==> src/floppy_regs_pkg.sv <==
// shared constants and types for the floppy host register front end
package floppy_regs_pkg;

  localparam logic [2:0] main_status_addr       = 3'h4;
  localparam logic [2:0] command_data_port_addr = 3'h5;
  localparam logic [2:0] digital_input_addr     = 3'h7;

  localparam int        data_width  = 8;
  localparam int        fifo_depth  = 16;
  localparam logic [1:0] rate_reset = 2'h2;
  localparam logic [7:0] bus_idle_oe_n   = 8'hff;
  localparam logic [7:0] basic_dir_oe_n  = 8'h7f;
  localparam logic [7:0] bus_drive_oe_n  = 8'h00;
  localparam logic [3:0] ext_ones        = 4'hf;
  localparam logic [2:0] legacy_zeros    = 3'h0;
  localparam logic [7:0] underrun_fill   = 8'h00;

  typedef enum logic [1:0] {
    phase_idle    = 2'h0,
    phase_command = 2'h1,
    phase_exec    = 2'h2,
    phase_result  = 2'h3
  } phase_type;

  typedef enum logic [1:0] {
    basic_compat_mode    = 2'h0,
    extended_compat_mode = 2'h1,
    legacy_model_mode    = 2'h2
  } reg_mode_type;

  typedef struct packed {
    logic       rd;
    logic       wr;
    logic [2:0] addr;
    logic [7:0] wdata;
  } io_req_type;

  typedef struct packed {
    phase_type    phase;
    logic         exec_read;
    logic         polled_mode;
    logic [3:0]   drive_seeking_flag;
    logic         cmd_end;
    logic         fifo_enable;
    logic [3:0]   threshold;
    logic         rate_select_wr;
    logic [1:0]   rate_select_in;
    logic         dma_enable_mirror;
    logic         soft_reset;
    reg_mode_type reg_mode;
  } engine_ctl_type;

  typedef struct packed {
    logic [1:0] rate;
    logic       no_precomp;
    logic       busy;
    logic       halted;
    logic       abort;
    logic       exec_seen;
    logic       dchg_meta;
    logic       dchg_sync;
    logic       service_due;
    logic [7:0] rdata;
    logic [7:0] rdata_oe_n;
  } front_state_type;

endpackage

==> src/floppy_host_status_data_regs.sv <==
// host status, data port and digital input registers with data fifo
//
// Operation
// - status register readable any time at 0x04
// - status valid right after a data transfer
// - bits 0-3 show drives seeking
// - bit 4 set on first command byte
// - bit 4 clears after last byte without results
// - bit 5 marks polled execution phase
// - bit 6 gives transfer direction
// - bit 7 permits data port access
// - single data port at 0x05 gated by flags
// - fifo disabled after reset, enabled by configure
// - fifo inactive during command byte phase
// - fifo flushed on entering execution phase
// - late service aborts command and transfer
// - underrun fills sector with zero bytes
// - basic mode drives only bit 7
// - bit 7 is inverted disk change
// - extended mode shows density, rate, ones
// - rate kept on soft reset, 250k hardware
// - legacy mode mirrors dma enable, precomp
// - write-only rate control at 0x07
// - latest rate write from either register wins
`timescale 1ns/1ns
`default_nettype none

module fifo_buffer #(
  parameter int width = 8,
  parameter int depth = 16
) (
  input  wire logic                       clk_sys,
  input  wire logic                       nrst,
  input  wire logic                       ce,
  input  wire logic                       clear,
  input  wire logic                       in_valid,
  input  wire logic [width-1:0]           in_data,
  output logic                            in_ready,
  output logic                            out_valid,
  output logic [width-1:0]                out_data,
  input  wire logic                       out_ready,
  output logic [$clog2(depth+1)-1:0]      count
);
  localparam int aw = $clog2(depth);
  localparam int cw = $clog2(depth+1);
  localparam logic [cw-1:0] full_count = cw'(depth);
  localparam logic [aw-1:0] last_index = aw'(depth - 1);

  typedef struct packed {
    logic [depth-1:0][width-1:0] mem;
    logic [aw-1:0]               wp;
    logic [aw-1:0]               rp;
    logic [cw-1:0]               cnt;
  } fifo_state_type;

  fifo_state_type s;
  fifo_state_type next_s;
  logic           push;
  logic           pop;

  assign in_ready  = s.cnt != full_count;
  assign out_valid = s.cnt != '0;
  assign out_data  = s.mem[s.rp];
  assign count     = s.cnt;
  assign push      = in_valid & in_ready;
  assign pop       = out_ready & out_valid;

  function automatic logic [aw-1:0] wrap_inc(input logic [aw-1:0] p);
    wrap_inc = (p == last_index) ? '0 : p + 1'b1;
  endfunction

  always_comb begin
    next_s = s;
    if (push) begin
      next_s.mem[s.wp] = in_data;
      next_s.wp        = wrap_inc(s.wp);
    end
    if (pop) begin
      next_s.rp = wrap_inc(s.rp);
    end
    next_s.cnt = s.cnt + cw'(push) - cw'(pop);
    if (clear) begin
      next_s.wp  = '0;
      next_s.rp  = '0;
      next_s.cnt = '0;
    end
  end

  always_ff @(posedge clk_sys or negedge nrst) begin
    if (!nrst) begin
      s <= '0;
    end else if (ce) begin
      s <= next_s;
    end
  end
endmodule

module floppy_host_status_data_regs #(
  parameter int fifo_width = floppy_regs_pkg::data_width,
  parameter int fifo_words = floppy_regs_pkg::fifo_depth
) (
  input  wire logic                            clk_sys,
  input  wire logic                            nrst,
  input  wire logic                            ce,
  input  wire floppy_regs_pkg::io_req_type     io,
  output logic [7:0]                           io_rdata,
  output logic [7:0]                           io_rdata_oe_n,
  input  wire floppy_regs_pkg::engine_ctl_type eng,
  input  wire logic                            eng_byte_valid,
  input  wire logic [7:0]                      eng_byte_data,
  output logic                                 eng_byte_ready,
  output logic                                 to_eng_valid,
  output logic [7:0]                           to_eng_data,
  input  wire logic                            eng_take,
  input  wire logic                            disk_change_pin,
  output logic                                 xfer_abort,
  output logic                                 zero_fill,
  output logic                                 service_due
);
  localparam int cw = $clog2(fifo_words + 1);
  localparam logic [cw-1:0] words_c = cw'(fifo_words);

  floppy_regs_pkg::front_state_type s;
  floppy_regs_pkg::front_state_type next_s;

  logic          in_exec;
  logic          dir;
  logic          fifo_mode;
  logic          req;
  logic          eng_ready_c;
  logic          host_data_rd;
  logic          host_data_wr;
  logic          host_pop;
  logic          host_push;
  logic          underrun;
  logic          overrun;
  logic          flush;
  logic          f_in_valid;
  logic [7:0]    f_in_data;
  logic          f_in_ready;
  logic          f_out_valid;
  logic [7:0]    f_out_data;
  logic          f_out_ready;
  logic [cw-1:0] f_count;
  logic          f_empty;
  logic [7:0]    status;
  logic [7:0]    dir_value;
  logic [7:0]    dir_oe_n;

  function automatic logic is_access(input logic strobe, input logic [2:0] addr,
                                     input logic [2:0] target);
    is_access = strobe & (addr == target);
  endfunction

  assign in_exec   = eng.phase == floppy_regs_pkg::phase_exec;
  assign dir       = (eng.phase == floppy_regs_pkg::phase_result)
                   | (in_exec & eng.exec_read);
  // fifo depth only applies once execution has started
  assign fifo_mode = eng.fifo_enable & in_exec;
  assign f_empty   = f_count == '0;
  // write side blocks after a fault; read side stays open so the host can drain
  assign req       = dir ? f_out_valid
                         : (!s.halted & (fifo_mode ? f_in_ready : f_empty));
  assign eng_ready_c = fifo_mode ? f_in_ready : f_empty;

  assign host_data_rd = is_access(io.rd, io.addr, floppy_regs_pkg::command_data_port_addr);
  assign host_data_wr = is_access(io.wr, io.addr, floppy_regs_pkg::command_data_port_addr);
  assign host_pop     = host_data_rd & req & dir;
  assign host_push    = host_data_wr & req & !dir;
  assign underrun     = in_exec & !dir & eng_take & f_empty & !s.halted;
  assign overrun      = in_exec & dir & eng_byte_valid & !eng_ready_c;
  assign flush        = eng.soft_reset | (in_exec & !s.exec_seen);

  assign f_in_valid  = dir ? (eng_byte_valid & eng_ready_c) : host_push;
  assign f_in_data   = dir ? eng_byte_data : io.wdata;
  assign f_out_ready = dir ? host_pop : (eng_take & !s.halted);

  fifo_buffer #(
    .width (fifo_width),
    .depth (fifo_words)
  ) data_fifo (
    .clk_sys   (clk_sys),
    .nrst      (nrst),
    .ce        (ce),
    .clear     (flush),
    .in_valid  (f_in_valid),
    .in_data   (f_in_data),
    .in_ready  (f_in_ready),
    .out_valid (f_out_valid),
    .out_data  (f_out_data),
    .out_ready (f_out_ready),
    .count     (f_count)
  );

  // engine-facing handshakes follow the fifo flags directly, except that halted forces to_eng_valid high while dir is low
  assign eng_byte_ready = dir & eng_ready_c;
  assign to_eng_valid   = !dir & (s.halted | f_out_valid);
  assign to_eng_data    = s.halted ? floppy_regs_pkg::underrun_fill : f_out_data;

  // status is built from live state, so a read right after a transfer is exact
  assign status = {req, dir, eng.polled_mode & in_exec, s.busy,
                   eng.drive_seeking_flag};

  always_comb begin
    dir_value = {!s.dchg_sync, 7'h00};
    dir_oe_n  = floppy_regs_pkg::basic_dir_oe_n;
    case (eng.reg_mode)
      floppy_regs_pkg::extended_compat_mode: begin
        dir_value = {!s.dchg_sync, floppy_regs_pkg::ext_ones, s.rate,
                     s.rate[1] ^ s.rate[0]};
        dir_oe_n  = floppy_regs_pkg::bus_drive_oe_n;
      end
      floppy_regs_pkg::legacy_model_mode: begin
        dir_value = {!s.dchg_sync, floppy_regs_pkg::legacy_zeros,
                     eng.dma_enable_mirror, s.no_precomp, s.rate};
        dir_oe_n  = floppy_regs_pkg::bus_drive_oe_n;
      end
      default: begin
        dir_value = {!s.dchg_sync, 7'h00};
        dir_oe_n  = floppy_regs_pkg::basic_dir_oe_n;
      end
    endcase
  end

  always_comb begin
    next_s            = s;
    next_s.dchg_meta  = disk_change_pin;
    next_s.dchg_sync  = s.dchg_meta;
    next_s.exec_seen  = in_exec;
    next_s.abort      = underrun | overrun;
    next_s.service_due = fifo_mode
                       & (dir ? (f_count >= cw'(eng.threshold))
                              : ((words_c - f_count) >= cw'(eng.threshold)));
    if (eng.cmd_end | eng.soft_reset) begin
      next_s.halted = 1'b0;
      next_s.busy   = 1'b0;
    end
    // a fault in the same cycle as the command end still lands
    if (underrun | overrun) begin
      next_s.halted = 1'b1;
    end
    if (host_push & (eng.phase == floppy_regs_pkg::phase_idle)) begin
      next_s.busy = 1'b1;
    end
    // soft reset leaves the rate alone; only nrst restores it
    if (eng.rate_select_wr) begin
      next_s.rate = eng.rate_select_in;
    end
    if (is_access(io.wr, io.addr, floppy_regs_pkg::digital_input_addr)) begin
      next_s.rate = io.wdata[1:0];
      if (eng.reg_mode == floppy_regs_pkg::legacy_model_mode) begin
        next_s.no_precomp = io.wdata[2];
      end
    end
    next_s.rdata      = 8'h00;
    next_s.rdata_oe_n = floppy_regs_pkg::bus_idle_oe_n;
    if (io.rd) begin
      case (io.addr)
        floppy_regs_pkg::main_status_addr: begin
          next_s.rdata      = status;
          next_s.rdata_oe_n = floppy_regs_pkg::bus_drive_oe_n;
        end
        floppy_regs_pkg::command_data_port_addr: begin
          next_s.rdata      = host_pop ? f_out_data : 8'h00;
          next_s.rdata_oe_n = floppy_regs_pkg::bus_drive_oe_n;
        end
        floppy_regs_pkg::digital_input_addr: begin
          next_s.rdata      = dir_value;
          next_s.rdata_oe_n = dir_oe_n;
        end
        default: begin
          next_s.rdata      = 8'h00;
          next_s.rdata_oe_n = floppy_regs_pkg::bus_idle_oe_n;
        end
      endcase
    end
  end

  always_ff @(posedge clk_sys or negedge nrst) begin
    if (!nrst) begin
      s            <= '0;
      s.rate       <= floppy_regs_pkg::rate_reset;
      s.rdata_oe_n <= floppy_regs_pkg::bus_idle_oe_n;
    end else if (ce) begin
      s <= next_s;
    end
  end

  assign io_rdata      = s.rdata;
  assign io_rdata_oe_n = s.rdata_oe_n;
  assign xfer_abort    = s.abort;
  assign zero_fill     = s.halted;
  assign service_due   = s.service_due;
endmodule

`default_nettype wire

==> config.mk <==
export PLATFORM = sky130hd
export DESIGN_NAME = floppy_host_status_data_regs
export DESIGN_NICKNAME = d
export VERILOG_FILES = /design/src/floppy_regs_pkg.sv /design/src/floppy_host_status_data_regs.sv
export SDC_FILE = /design/constraint.sdc
export NUM_CORES = 1
export LEC_CHECK = 0
export BUFFER_PORTS_ARGS = -buffer_cell sky130_fd_sc_hd__buf_2
export CAP_MARGIN = 20
export CORE_MARGIN = 2
export CORE_UTILIZATION = 45
export CTS_CLUSTER_SIZE = 14
export DETAILED_ROUTE_END_ITERATION = 8
export PLACE_DENSITY = 0.64
export SLEW_MARGIN = 20
export SYNTH_ARGS = -nofsm -noshare
export SYNTH_HDL_FRONTEND = slang
export SYNTH_SLANG_ARGS = --single-unit
==> constraint.sdc <==
create_clock -name clk_sys -period 3.2 [get_ports clk_sys]
set_input_delay 0.64 -clock clk_sys [delete_from_list [all_inputs] [get_ports clk_sys]]
set_output_delay 0.64 -clock clk_sys [all_outputs]
set_load 0.1 [all_outputs]
**Word-level counts from Yosys, hierarchy flattened**

Index checks and enable logic that the tools add are counted.

- Flip-flop bits (word level): 167
- Output and inout bits: 29
- Word-level logic and storage cells: 133

- Mux-type cells: 28
- Bitwise gates (word level): 33
- Reductions and logical operators: 22
- Add/sub/neg operators: 5
- Equal/unequal tests: 10
- Order comparisons: 5

Operators with widths:

| kind | count |
|---|---|
| 128-bit bitwise mux | 1 |
| 16-bit case mux with 3 select lines | 1 |
| 8-bit 2-to-1 mux | 5 |
| 8-bit binary-select mux with 4-bit select | 1 |
| 8-bit demux with 4-bit select | 1 |
| 1-bit bitwise AND | 27 |
| 16-bit 2-to-1 mux | 1 |
| 4-bit 2-to-1 mux | 4 |
| 7-bit case mux with 2 select lines | 1 |
| 13-bit 2-to-1 mux | 1 |
| 2-bit AND reduction | 6 |
| 5-bit by 4-bit >= comparator with 1-bit output | 2 |
| 4-bit by 5-bit less-than comparator with 1-bit output, second input constant | 2 |
| 2-bit nonzero test | 5 |
| 3-bit equality test, second input constant | 3 |
| 4-bit by 1-bit adder with 4-bit output, second input constant | 2 |
| 4-bit equality test, second input constant | 2 |
| 1-bit 2-to-1 mux | 8 |
| 7-bit 2-to-1 mux | 1 |
| 2-bit equality test, second input constant | 3 |
| 5-bit by 1-bit adder with 5-bit output | 1 |
| 1-bit logical NOT | 5 |
| 5-bit logical NOT | 1 |
| 5-bit inequality test, second input constant | 1 |
| other kinds (13) | 18 |

**Longest topological paths before layout**

Gate-level depths: netlist (run 1).

- Word-level depth: 12
- Depth in mapped cells: 16
- Mapped depth without buffers: 15

**By module**

From an unflattened synthesis (run 1), not the netlist that was laid out.

- Cells, all modules: 668
- Area total of the unflattened synthesis: 8564.5 um2

Modules (own cells, without submodules):

| module | cells an instance | sequential area each (um2) | times used | area each (um2) |
|---|---|---|---|---|
| fifo_buffer | 459 | 3528.4 | 1 | 6821.5 |
| floppy_host_status_data_regs | 209 | 504.2 | 1 | 1742.9 |

**Worst setup path after synthesis (run 1)**

OpenSTA, ideal clock, no wires.

- Path kind: reg2out
- Start point: register data_fifo.s[5] (netlist bit)
- End point: output port to_eng_data[6]
- Stages on the path, launching flop included: 7
- Arrival time: 2.763 ns
- Slack: -0.203 ns
- Buffers on the path: 3
- Data required time: 2.560 ns
- Cell sequence: dfrtp_1 > buf_2 > buf_2 > buf_2 > mux4_2 > a221oi_1 > nor2_1

- Longest elaborated chain between the ends: 3

Ends and longest elaborated chain:

| what | line | source |
|---|---|---|
| start, declared | floppy_host_status_data_regs.sv:56 | `fifo_state_type s;` |
| start signal, assigned | floppy_host_status_data_regs.sv:93 | `s <= next_s;` |
| 8-bit binary-select mux with 4-bit select | floppy_host_status_data_regs.sv:63 | `assign out_data = s.mem[s.rp];` |
| 8-bit 2-to-1 mux (implied by the code) | floppy_host_status_data_regs.sv:63 |  |
| 8-bit 2-to-1 mux | floppy_host_status_data_regs.sv:198 | `assign to_eng_data = s.halted ? floppy_regs_pkg::underrun_fill : f_out_data;` |
| end, declared | floppy_host_status_data_regs.sv:113 | `output logic [7:0] to_eng_data,` |

Every way passes these cells. The select of a mux whose other input is x is not followed.

**Worst setup path after layout (run 1)**

Ends and elaborated chain as after synthesis.

==> results of run 1 <==
## Yosys cell counts (6+ instances only)
| cell | n |
|---|---|
| a21o_1 | 7 |
| a21oi_1 | 16 |
| a221oi_1 | 7 |
| a22o_1 | 13 |
| a31oi_1 | 6 |
| buf_2 | 6 |
| buf_4 | 17 |
| clkbuf_1 | 28 |
| dfrtp_1 | 158 |
| ha_1 | 24 |
| inv_1 | 24 |
| mux2_2 | 130 |
| mux4_2 | 32 |
| nand2_1 | 47 |
| nand3_1 | 7 |
| nand3_2 | 6 |
| nor2_1 | 24 |
| nor2b_1 | 8 |
| o21ai_0 | 15 |
| o221ai_1 | 8 |
## worst max-delay path: cells and delay by family (launching register included)
| family | cells | cell delay, ns |
|---|---|---|
| DFF | 1 | 0.41 |
| buffers and inverters | 4 | 0.62 |
| and+or+nand+nor | 1 | 0.04 |
| AOI/OAI and AO/OA | 2 | 0.48 |
| muxes | 1 | 0.51 |
## final timing paths
check	from	to	slack [ns]	cells past startpoint
worst min-delay path	nrst	service_due	0.22	1
max in group asynchronous	nrst	data_fifo.s[77]	2.07	2
worst max-delay path	data_fifo.s[5]	to_eng_data[6]	0.07	8
worst min register to register	data_fifo.s[36]	data_fifo.s[36]	0.49	1
min in group clk_sys	disk_change_pin	next_s[17]	0.45	2
worst max register to register	data_fifo.count[3]	data_fifo.count[4]	0.22	15
## power groups by stage
stage | logic [mW] | clock network [mW] | registers [mW]
2_1_floorplan | 1.74 | 0 | 2.33
3_3_place_gp | 2.33 | 0 | 2.31
3_5_place_dp | 2.36 | 0 | 2.33
4_1_cts | 2.46 | 2.08 | 2.29
5_1_grt | 2.82 | 2.18 | 2.31
6_report | 2.63 | 2.07 | 2.29
## metal layers
| layer | global-route usage | share of wire | routed length, um |
|---|---|---|---|
| met1 | 0.291 | 0.43 | 8850 |
| met2 | 0.367 | 0.48 | 9960 |
| met3 | 0.0462 | 0.067 | 1380 |
| met4 | 0.0750 | 0.023 | 475 |
| met5 | 0 | 0 | 0 |
## through the flow
stage          setup TNS [ns]  hold slack, ns  area, um^2
2_1_floorplan          -0.792           0.344        8380
3_3_place_gp                0           0.467        9000
3_5_place_dp                0           0.474        9000
4_1_cts              -0.00333           0.255        9680
5_1_grt               -0.0194           0.269        9860
6_report                    0           0.218        9860
## repair_timing
item,in CTS,in global routing
resized for setup,13,24
cloned,1,1
buffers inserted,0,5
setup endpoints to repair,7,8
pin swaps,0,2
## kinds of logic after synthesis
logic type               share of synthesized area
AO/OA/AOI/OAI                               0.0783
XOR/XNOR                                   0.00419
adder cells (fa/ha/maj)                     0.0383
buffers and inverters                       0.0460
flip-flops                                   0.482
multiplexers                                 0.264
AND/OR/NAND/NOR                             0.0879
## registers in the layout, indices dropped and copies added, names as in the netlist
register and cells:
xfer_abort 1, service_due 1, next_s 1, s 6, data_fifo.s 136, io_rdata 8
zero_fill 1, io_rdata_oe_n 2, data_fifo.count 5
## final cells by class
type | instances | area [um^2] | share of cell area
Tap cell | 229 | 287 | 0.0291
Clock inverter | 10 | 138 | 0.0140
Inverter | 25 | 96.3 | 0.00977
Timing Repair Buffer | 109 | 761 | 0.0771
Clock buffer | 22 | 454 | 0.0461
Sequential cell | 161 | 4040 | 0.409
Multi-Input combinational cell | 413 | 4090 | 0.415
==> out/metrics.yaml, run 1 <==
status:
  outcome: "completed"
yosys:
  async_flop_share: 1.00
  synthFlopType: "dfrtp_1"
  synth_edf_count: 0
  netlist_area_um2: 8370
  ys_warn_count: 0
  postSynthCellCount: 655
  synth-seq-cells: 161
  synth_nets: 728
  syn-mean-instance-area_um2: 12.8
  synth_area_leaders: "dfrtp_1, mux2_2, mux4_2"
  ys_seq_area_frac: 0.482
  synth_largest_area_cell: "dfrtp_1"
  ys_types: 55
  yosysTopAreaCellShare: 0.472
cells_and_area:
  fin_util: 0.545
  syn_to_final_growth_pct: 17.8
  nFillCells: 1490
  antennaDiodeCount: 0
  mostFrequentLayoutCell: "dfrtp_1"
  most-common-layout-cells: "dfrtp_1, mux2_2, buf_2"
  drive_gt1_frac: 0.459
  layout.cells.non_filler: 969
  nets: 800
power:
  pwr-share-comb: 0.376
  p_seq_frac: 0.328
  vdd_ir_drop_max_v: 0.000389
  switching_power_mw: 2.58
  p_leak_nw: 4.81
  power.clock.fraction: 0.296
  p_total_mw: 6.98
  p_int_mw: 4.41
  swShare: 0.369
  power.density_nw_per_um2: 708
sta:
  min_period_ns: 3.13
  fin_ws_ns: 0.0677
  tightest_slew_ns: 0.972
  max_freq_mhz: 319
  finClkSkew_ns: 0.00649
  relSlewSlack: 0.351
  rsz0062_at_grt: "true"
  fin_crit_sh: 0.979
  hold_violations: 0
  slew_viol_final: 0
  setup-violations-final: 0
place:
  place_congestion: 0.863
  pre_cts_ws_ns: 0.0557
  port-buffer-count: 76
  dp_cells: 930
  dp_hpwl_mm: 14.1
cts:
  clock_latency_ns: 0.43
  cts_tree: "built"
  clock_sinks: 161
  numCtsBuffers: 17
  cts_hold_buf: 0
  cts_root_buffer: "clkbuf_16"
  h-tree-depth: 4
  cts_buffer_depth: 2
  cts.clk_slew.worst_paths_ns: 0.06
routing:
  postRouteAntennaNets: 0
  routed_wl_mm: 20.7
  drc: 0
  num_vias: 5710
  wl_per_cell_um: 21.3
  drt-pass1-iter-count: 5
  drtIter0Drc: 355
  avgViaCountPerCell: 5.89
grt:
  antenna_found_initial: 1
  grt_pass1_vias: 6018
  grt_max_degree: 72
  grt-ovfl-total: 0
  grt_pass1_wl_mm: 33.4
  track_usage: 0.221
setup_path:
  max_stage_delay_ns: 0.51
  cp_data_arrival_time_ns: 2.49
  startpoint_type: "flop"
  crit_type: "reg -> out"
  crit_top_cell: "buf_4"
  cp_cell_sequence: "buf_4 -> buf_12 -> mux4_2 -> a22o_1 -> a221oi_2 -> buf_4 -> nor2_2 -> buf_6"
  required_ns: 2.56
  crit_path_end_kind: "output pin"
  cpMaxStageDelayCell: "mux4_2"
  path_max_fanout: 6
floorplanning:
  dieWidth_um: 140
  die-area_um2: 19700
  start_util: 0.463
  rows: 49
  num_io_pins: 77
  die_h_um: 140
  coreArea_um2: 18100
job:
  maxCapViolCount: 0
hold_path:
  hp-class: "in -> async"
Note: power is estimated with default switching activity, not from simulation.
==> run 2: changes to the inputs <==
Settings changed: CELL_PAD_IN_SITES_DETAIL_PLACEMENT set to 1, CELL_PAD_IN_SITES_GLOBAL_PLACEMENT set to 1, CORE_UTILIZATION 45 to 44, PLACE_DENSITY 0.64 to 0.74.
==> out/metrics.yaml, run 2 (same netlist as run 1, synthesis figures left out) <==
grt:
  antenna_found_initial: 0  # -1
  gr-max-usage-layer: "met2"
  grt_pass1_wl_mm: 35.9  # +7.6%
  grt_max_degree: 77  # +6.9%
  use_met2: 0.424  # +0.0565
  use_met3: 0.0491  # +0.00297
  grt_pass1_vias: 6341  # +5.4%
  track_usage: 0.239  # +0.0175
  grt_util_met1: 0.297  # +0.00640
  grt-ovfl-total: 0  # unchanged
sta:
  rsz0062_at_grt: "true"
  setup-violations-final: 0  # unchanged
  min_period_ns: 3.17  # +0.0393 ns
  max_freq_mhz: 315  # -1.2%
  hold_violations: 0  # unchanged
  slew_viol_final: 0  # unchanged
  relSlewSlack: 0.491  # +0.141
  fin_crit_sh: 0.991  # +0.0123
  setup_tns_ns: 0  # unchanged
  finClkSkew_ns: 0.0149  # +0.00842 ns
  tightest_slew_ns: 0.763  # -0.209 ns
cells_and_area:
  nets: 805  # +0.63%
  syn_to_final_growth_pct: 18.7
  nFillCells: 1891  # +27%
  antennaDiodeCount: 0  # unchanged
  most-common-layout-cells: "dfrtp_1, mux2_2, buf_2"
  regMostFlops: "data_fifo.s"
  drive_gt1_frac: 0.470  # +0.0103
  fin_util: 0.531  # -0.0138
  largest_reg_flops: 136  # unchanged
  mostFrequentLayoutCell: "dfrtp_1"
place:
  dp_hpwl_mm: 15.5  # +9.7%
  place_congestion: 0.819  # -5.0%
  port-buffer-count: 76  # unchanged
cts:
  clock_sinks: 161  # unchanged
  cts_tree: "built"
  clock_latency_ns: 0.44  # about the same
  h-tree-depth: 4  # unchanged
  cts_root_buffer: "clkbuf_16"
  cts.clk_slew.worst_paths_ns: 0.07  # about the same
  numCtsBuffers: 17  # unchanged
  cts_buffer_depth: 2  # unchanged
hold_path:
  hp-class: "in -> async"
routing:
  num_vias: 5772  # +1.1%
  postRouteAntennaNets: 0  # unchanged
  wl_per_cell_um: 23.4  # +9.8%
  drc: 0  # unchanged
  avgViaCountPerCell: 5.90  # about the same
  drt-pass1-iter-count: 4  # -1
  routed_wl_mm: 22.9  # +11%
  drtIter0Drc: 330  # -7.0%
setup_path:
  cp_top_family: "compound AO/OA/AOI/OAI gates"
  max_stage_delay_ns: 0.54  # +0.03 ns
  cpMaxStageDelayCell: "mux4_2"
  crit_type: "reg -> out"
  crit_buf_inv: 3  # -1
  cp_cell_sequence: "buf_12 -> mux4_2 -> a22o_4 -> a221oi_4 -> buf_6 -> nor2_4 -> buf_12"
  startpoint_type: "flop"
  required_ns: 2.56  # about the same
  crit_top_cell: "buf_12"
  crit_path_end_kind: "output pin"
  path_max_fanout: 7  # +1
  cp_data_arrival_time_ns: 2.53  # +0.04 ns
power:
  power.density_nw_per_um2: 710  # +0.27%
  p_leak_nw: 4.84  # +0.54%
  vdd_ir_drop_max_v: 0.000425  # +9.5%
floorplanning:
  die-area_um2: 20100  # +2.2%
  coreArea_um2: 18700  # +3.4%
  start_util: 0.448  # -0.0153
  die_h_um: 142  # +1.1%
  rows: 50  # +2.0%
  dieWidth_um: 142  # +1.1%
  num_io_pins: 77  # unchanged
status:
  outcome: "completed"
job:
  maxCapViolCount: 0  # unchanged
## run 2: cell type report
cell class | instances | area (um^2) | share of cell area
clock buffers | 21 | 470 | 0.0473
clock inverters | 11 | 105 | 0.0106
inverters | 25 | 96.3 | 0.00969
multi-input cells | 413 | 4120 | 0.414
flip-flops and latches | 161 | 4040 | 0.406
well taps | 234 | 293 | 0.0295
repair buffers | 114 | 822 | 0.0827
## run 2: worst paths after layout
kind / from / end / slack [ns] / cells past startpoint
max in group asynchronous: nrst / io_rdata_oe_n[6] / 2.14 / 2
worst min register to register: io_rdata[5] / io_rdata[5] / 0.49 / 2
worst min-delay path: nrst / service_due / 0.19 / 1
worst max register to register: data_fifo.count[2] / data_fifo.count[4] / 0.19 / 15
worst max-delay path: data_fifo.s[5] / to_eng_data[6] / 0.03 / 7
min in group clk_sys: disk_change_pin / next_s[17] / 0.45 / 2
## run 2: per-stage QoR
step / hold slack [ns] / worst slack (ns) / instance area, um^2 / cells / total power [mW]
finish: 0.191 / 0.0283 / 9940 / 979 / 7.06
global route: 0.247 / -0.0338 / 9940 / 979 / 7.38
CTS: 0.243 / -0.0164 / 9880 / 976 / 6.99
detailed placement: 0.472 / 0.0136 / 9040 / 940 / 4.74
global placement: 0.464 / 0.117 / 9040 / 940 / 4.65
floorplan: 0.344 / -0.198 / 8380 / 655 / 4.07
## run 2: routing by layer
metal,wire length (um),vias to the layer above
met1,9800,3057
met5,0,-
met2,11800,149
met3,1040,21
li1,-,2545
met4,272,0
## run 2: timing repair
item | in CTS | in global routing
setup endpoints to repair | 7 | 9
gates resized for setup | 32 | 16
hold endpoints to repair | 0 | 0
cloned | 2 | 0
pin swaps | 0 | 5
hold buffers | 0 | 0
buffers inserted | 2 | 4
## run 2: where the power goes
group / switching [mW] / internal, mW / leakage (nW)
clock: 0.844 / 1.13 / 0.272
sequential: 0.121 / 2.18 / 2.21
combinational: 1.70 / 1.07 / 2.36
total: 2.67 / 4.39 / 4.84
==> run 3: changes to the inputs <==
Settings changed: CORE_ASPECT_RATIO set to 0.5, CORE_UTILIZATION 44 to 49, PLACE_DENSITY 0.74 to 0.78.
Clock period 3.2 ns to 3.4 ns, I/O delays scaled along.
==> out/metrics.yaml, run 3 (same netlist as run 1, synthesis figures left out) <==
place:
  place_congestion: 0.819  # about the same
  dp_cells: 932  # -0.85%
  postPlaceCellArea_um2: 9040  # about the same
  port-buffer-count: 76  # unchanged
  pre_cts_ws_ns: 0.179  # +0.165 ns
  dp_hpwl_mm: 15.4  # -0.67%
routing:
  avgViaCountPerCell: 6.12  # +3.8%
  drt-pass1-iter-count: 5  # +1
  drtIter0Drc: 323  # -2.1%
  routed_wl_mm: 24.0  # +4.8%
  wl_per_cell_um: 24.8  # +6.0%
  drc: 0  # unchanged
  num_vias: 5926  # +2.7%
  postRouteAntennaNets: 0  # unchanged
cells_and_area:
  stdcell_area_um2: 9680  # -2.6%
  fin_util: 0.584  # +0.0531
  mostFrequentLayoutCell: "dfrtp_1"
  drive_gt1_frac: 0.453  # -0.0171
  nets: 800  # -0.62%
  most-common-layout-cells: "dfrtp_1, mux2_2, buf_2"
  syn_to_final_growth_pct: 15.6
  regMostFlops: "data_fifo.s"
  largest_reg_flops: 136  # unchanged
  layout.cells.non_filler: 968  # -1.1%
  nFillCells: 1670  # -12%
cts:
  cts_hold_buf: 0  # unchanged
  clock_latency_ns: 0.43  # about the same
  cts.clk_slew.worst_paths_ns: 0.07  # about the same
  numCtsBuffers: 17  # unchanged
  cts_tree: "built"
  cts_buffer_depth: 2  # unchanged
  h-tree-depth: 4  # unchanged
  clock_sinks: 161  # unchanged
  cts_root_buffer: "clkbuf_16"
floorplanning:
  die_h_um: 96.4  # -32%
  coreArea_um2: 16600  # -11%
  start_util: 0.506  # +0.0581
  dieWidth_um: 189  # +33%
  num_io_pins: 77  # unchanged
  rows: 33  # -34%
  die-area_um2: 18200  # -9.6%
grt:
  grt-ovfl-total: 0  # unchanged
  grt_pass1_wl_mm: 37.4  # +4.1%
  grt_max_degree: 57  # -26%
  track_usage: 0.277  # +0.0380
  grt_pass1_vias: 6246  # -1.5%
  antenna_found_initial: 0  # unchanged
hold_path:
  hp-class: "in -> async"
sta:
  hold_violations: 0  # unchanged
  hold_slack_ns: 0.220  # +0.0290 ns
  relSlewSlack: 0.485  # -0.00623
  min_period_ns: 3.33
  fin_crit_sh: 0.979
  tightest_slew_ns: 0.772  # +0.00934 ns
  fin_ws_ns: 0.0718  # +0.0435 ns
  setup-violations-final: 0  # unchanged
  slew_viol_final: 0  # unchanged
  finClkSkew_ns: 0.0104  # -0.00452 ns
  max_freq_mhz: 300
setup_path:
  required_ns: 2.72  # +0.16 ns
  cp_data_arrival_time_ns: 2.65  # +0.12 ns
  startpoint_type: "flop"
  max_stage_delay_ns: 0.53  # about the same
  path_max_fanout: 13  # +6
  cpMaxStageDelayCell: "mux4_2"
  crit_type: "reg -> out"
  crit_path_end_kind: "output pin"
  cp_cell_sequence: "buf_12 -> buf_12 -> mux4_2 -> a221oi_2 -> buf_4 -> nor2_2 -> buf_4"
power:
  p_leak_nw: 4.77  # -1.3%
  vdd_ir_drop_max_v: 0.000484  # +14%
  power.density_nw_per_um2: 666  # -6.2%
status:
  outcome: "completed"
job:
  maxCapViolCount: 0  # unchanged
[run 3: routing by layer]
layer | part of all wire | global-route usage | wire (um) | vias to the layer above
met2 | 0.48 | 0.473 | 11400 | 211
met1 | 0.45 | 0.368 | 10700 | 3120
met3 | 0.058 | 0.0448 | 1390 | 48
met4 | 0.021 | 0.0918 | 510 | 0
li1 | - | - | - | 2547
met5 | 0 | 0 | 0 | -
[run 3: worst paths after layout]
kind	startpoint	endpoint	depth (start not counted)	slack, ns
worst max-delay path	data_fifo.s[5]	to_eng_data[6]	7	0.07
worst min-delay path	nrst	data_fifo.s[42]	1	0.22
worst max register to register	data_fifo.count[1]	data_fifo.count[4]	15	0.29
worst min register to register	io_rdata[4]	io_rdata[4]	2	0.50
max in group asynchronous	nrst	data_fifo.s[123]	2	2.37
min in group clk_sys	io_rdata[4]	io_rdata[4]	2	0.50
[run 3: area by class of cell]
class	instances	area [um^2]	share of cell area
Sequential cell	161	4030	0.417
Multi-Input combinational cell	413	3990	0.413
Timing Repair Buffer	109	694	0.0718
Clock buffer	17	425	0.0440
Tap cell	227	284	0.0294
Clock inverter	15	146	0.0151
Inverter	25	96.3	0.00996
Antenna cell	1	2.50	0.000259
[run 3: where the power goes]
part / switching [mW] / internal [mW]
Clock: 0.879 / 1.03
Combinational: 1.55 / 0.801
Sequential: 0.135 / 2.05
Total: 2.56 / 3.88
[run 3: timing repair]
action / 4_1_cts / 5_1_grt
gates resized for setup: 1 / 12
buffers inserted: 3 / 0
setup endpoints to repair: 8 / 8
[run 3: per-stage QoR]
| step | setup TNS [ns] | power, mW |
|---|---|---|
| finish | 0 | 6.44 |
| global route | -0.0130 | 6.70 |
| CTS | 0 | 6.42 |
| detailed placement | 0 | 4.47 |
| global placement | 0 | 4.39 |
| floorplan | -0.102 | 3.83 |
[run 3: critical path: cells and delay by family, from the launching register on]
kind            cells  cell delay, ns
simple gates        1            0.04
buf+inv             4            0.84
flops               1            0.45
mux                 1            0.53
compound gates      1            0.34
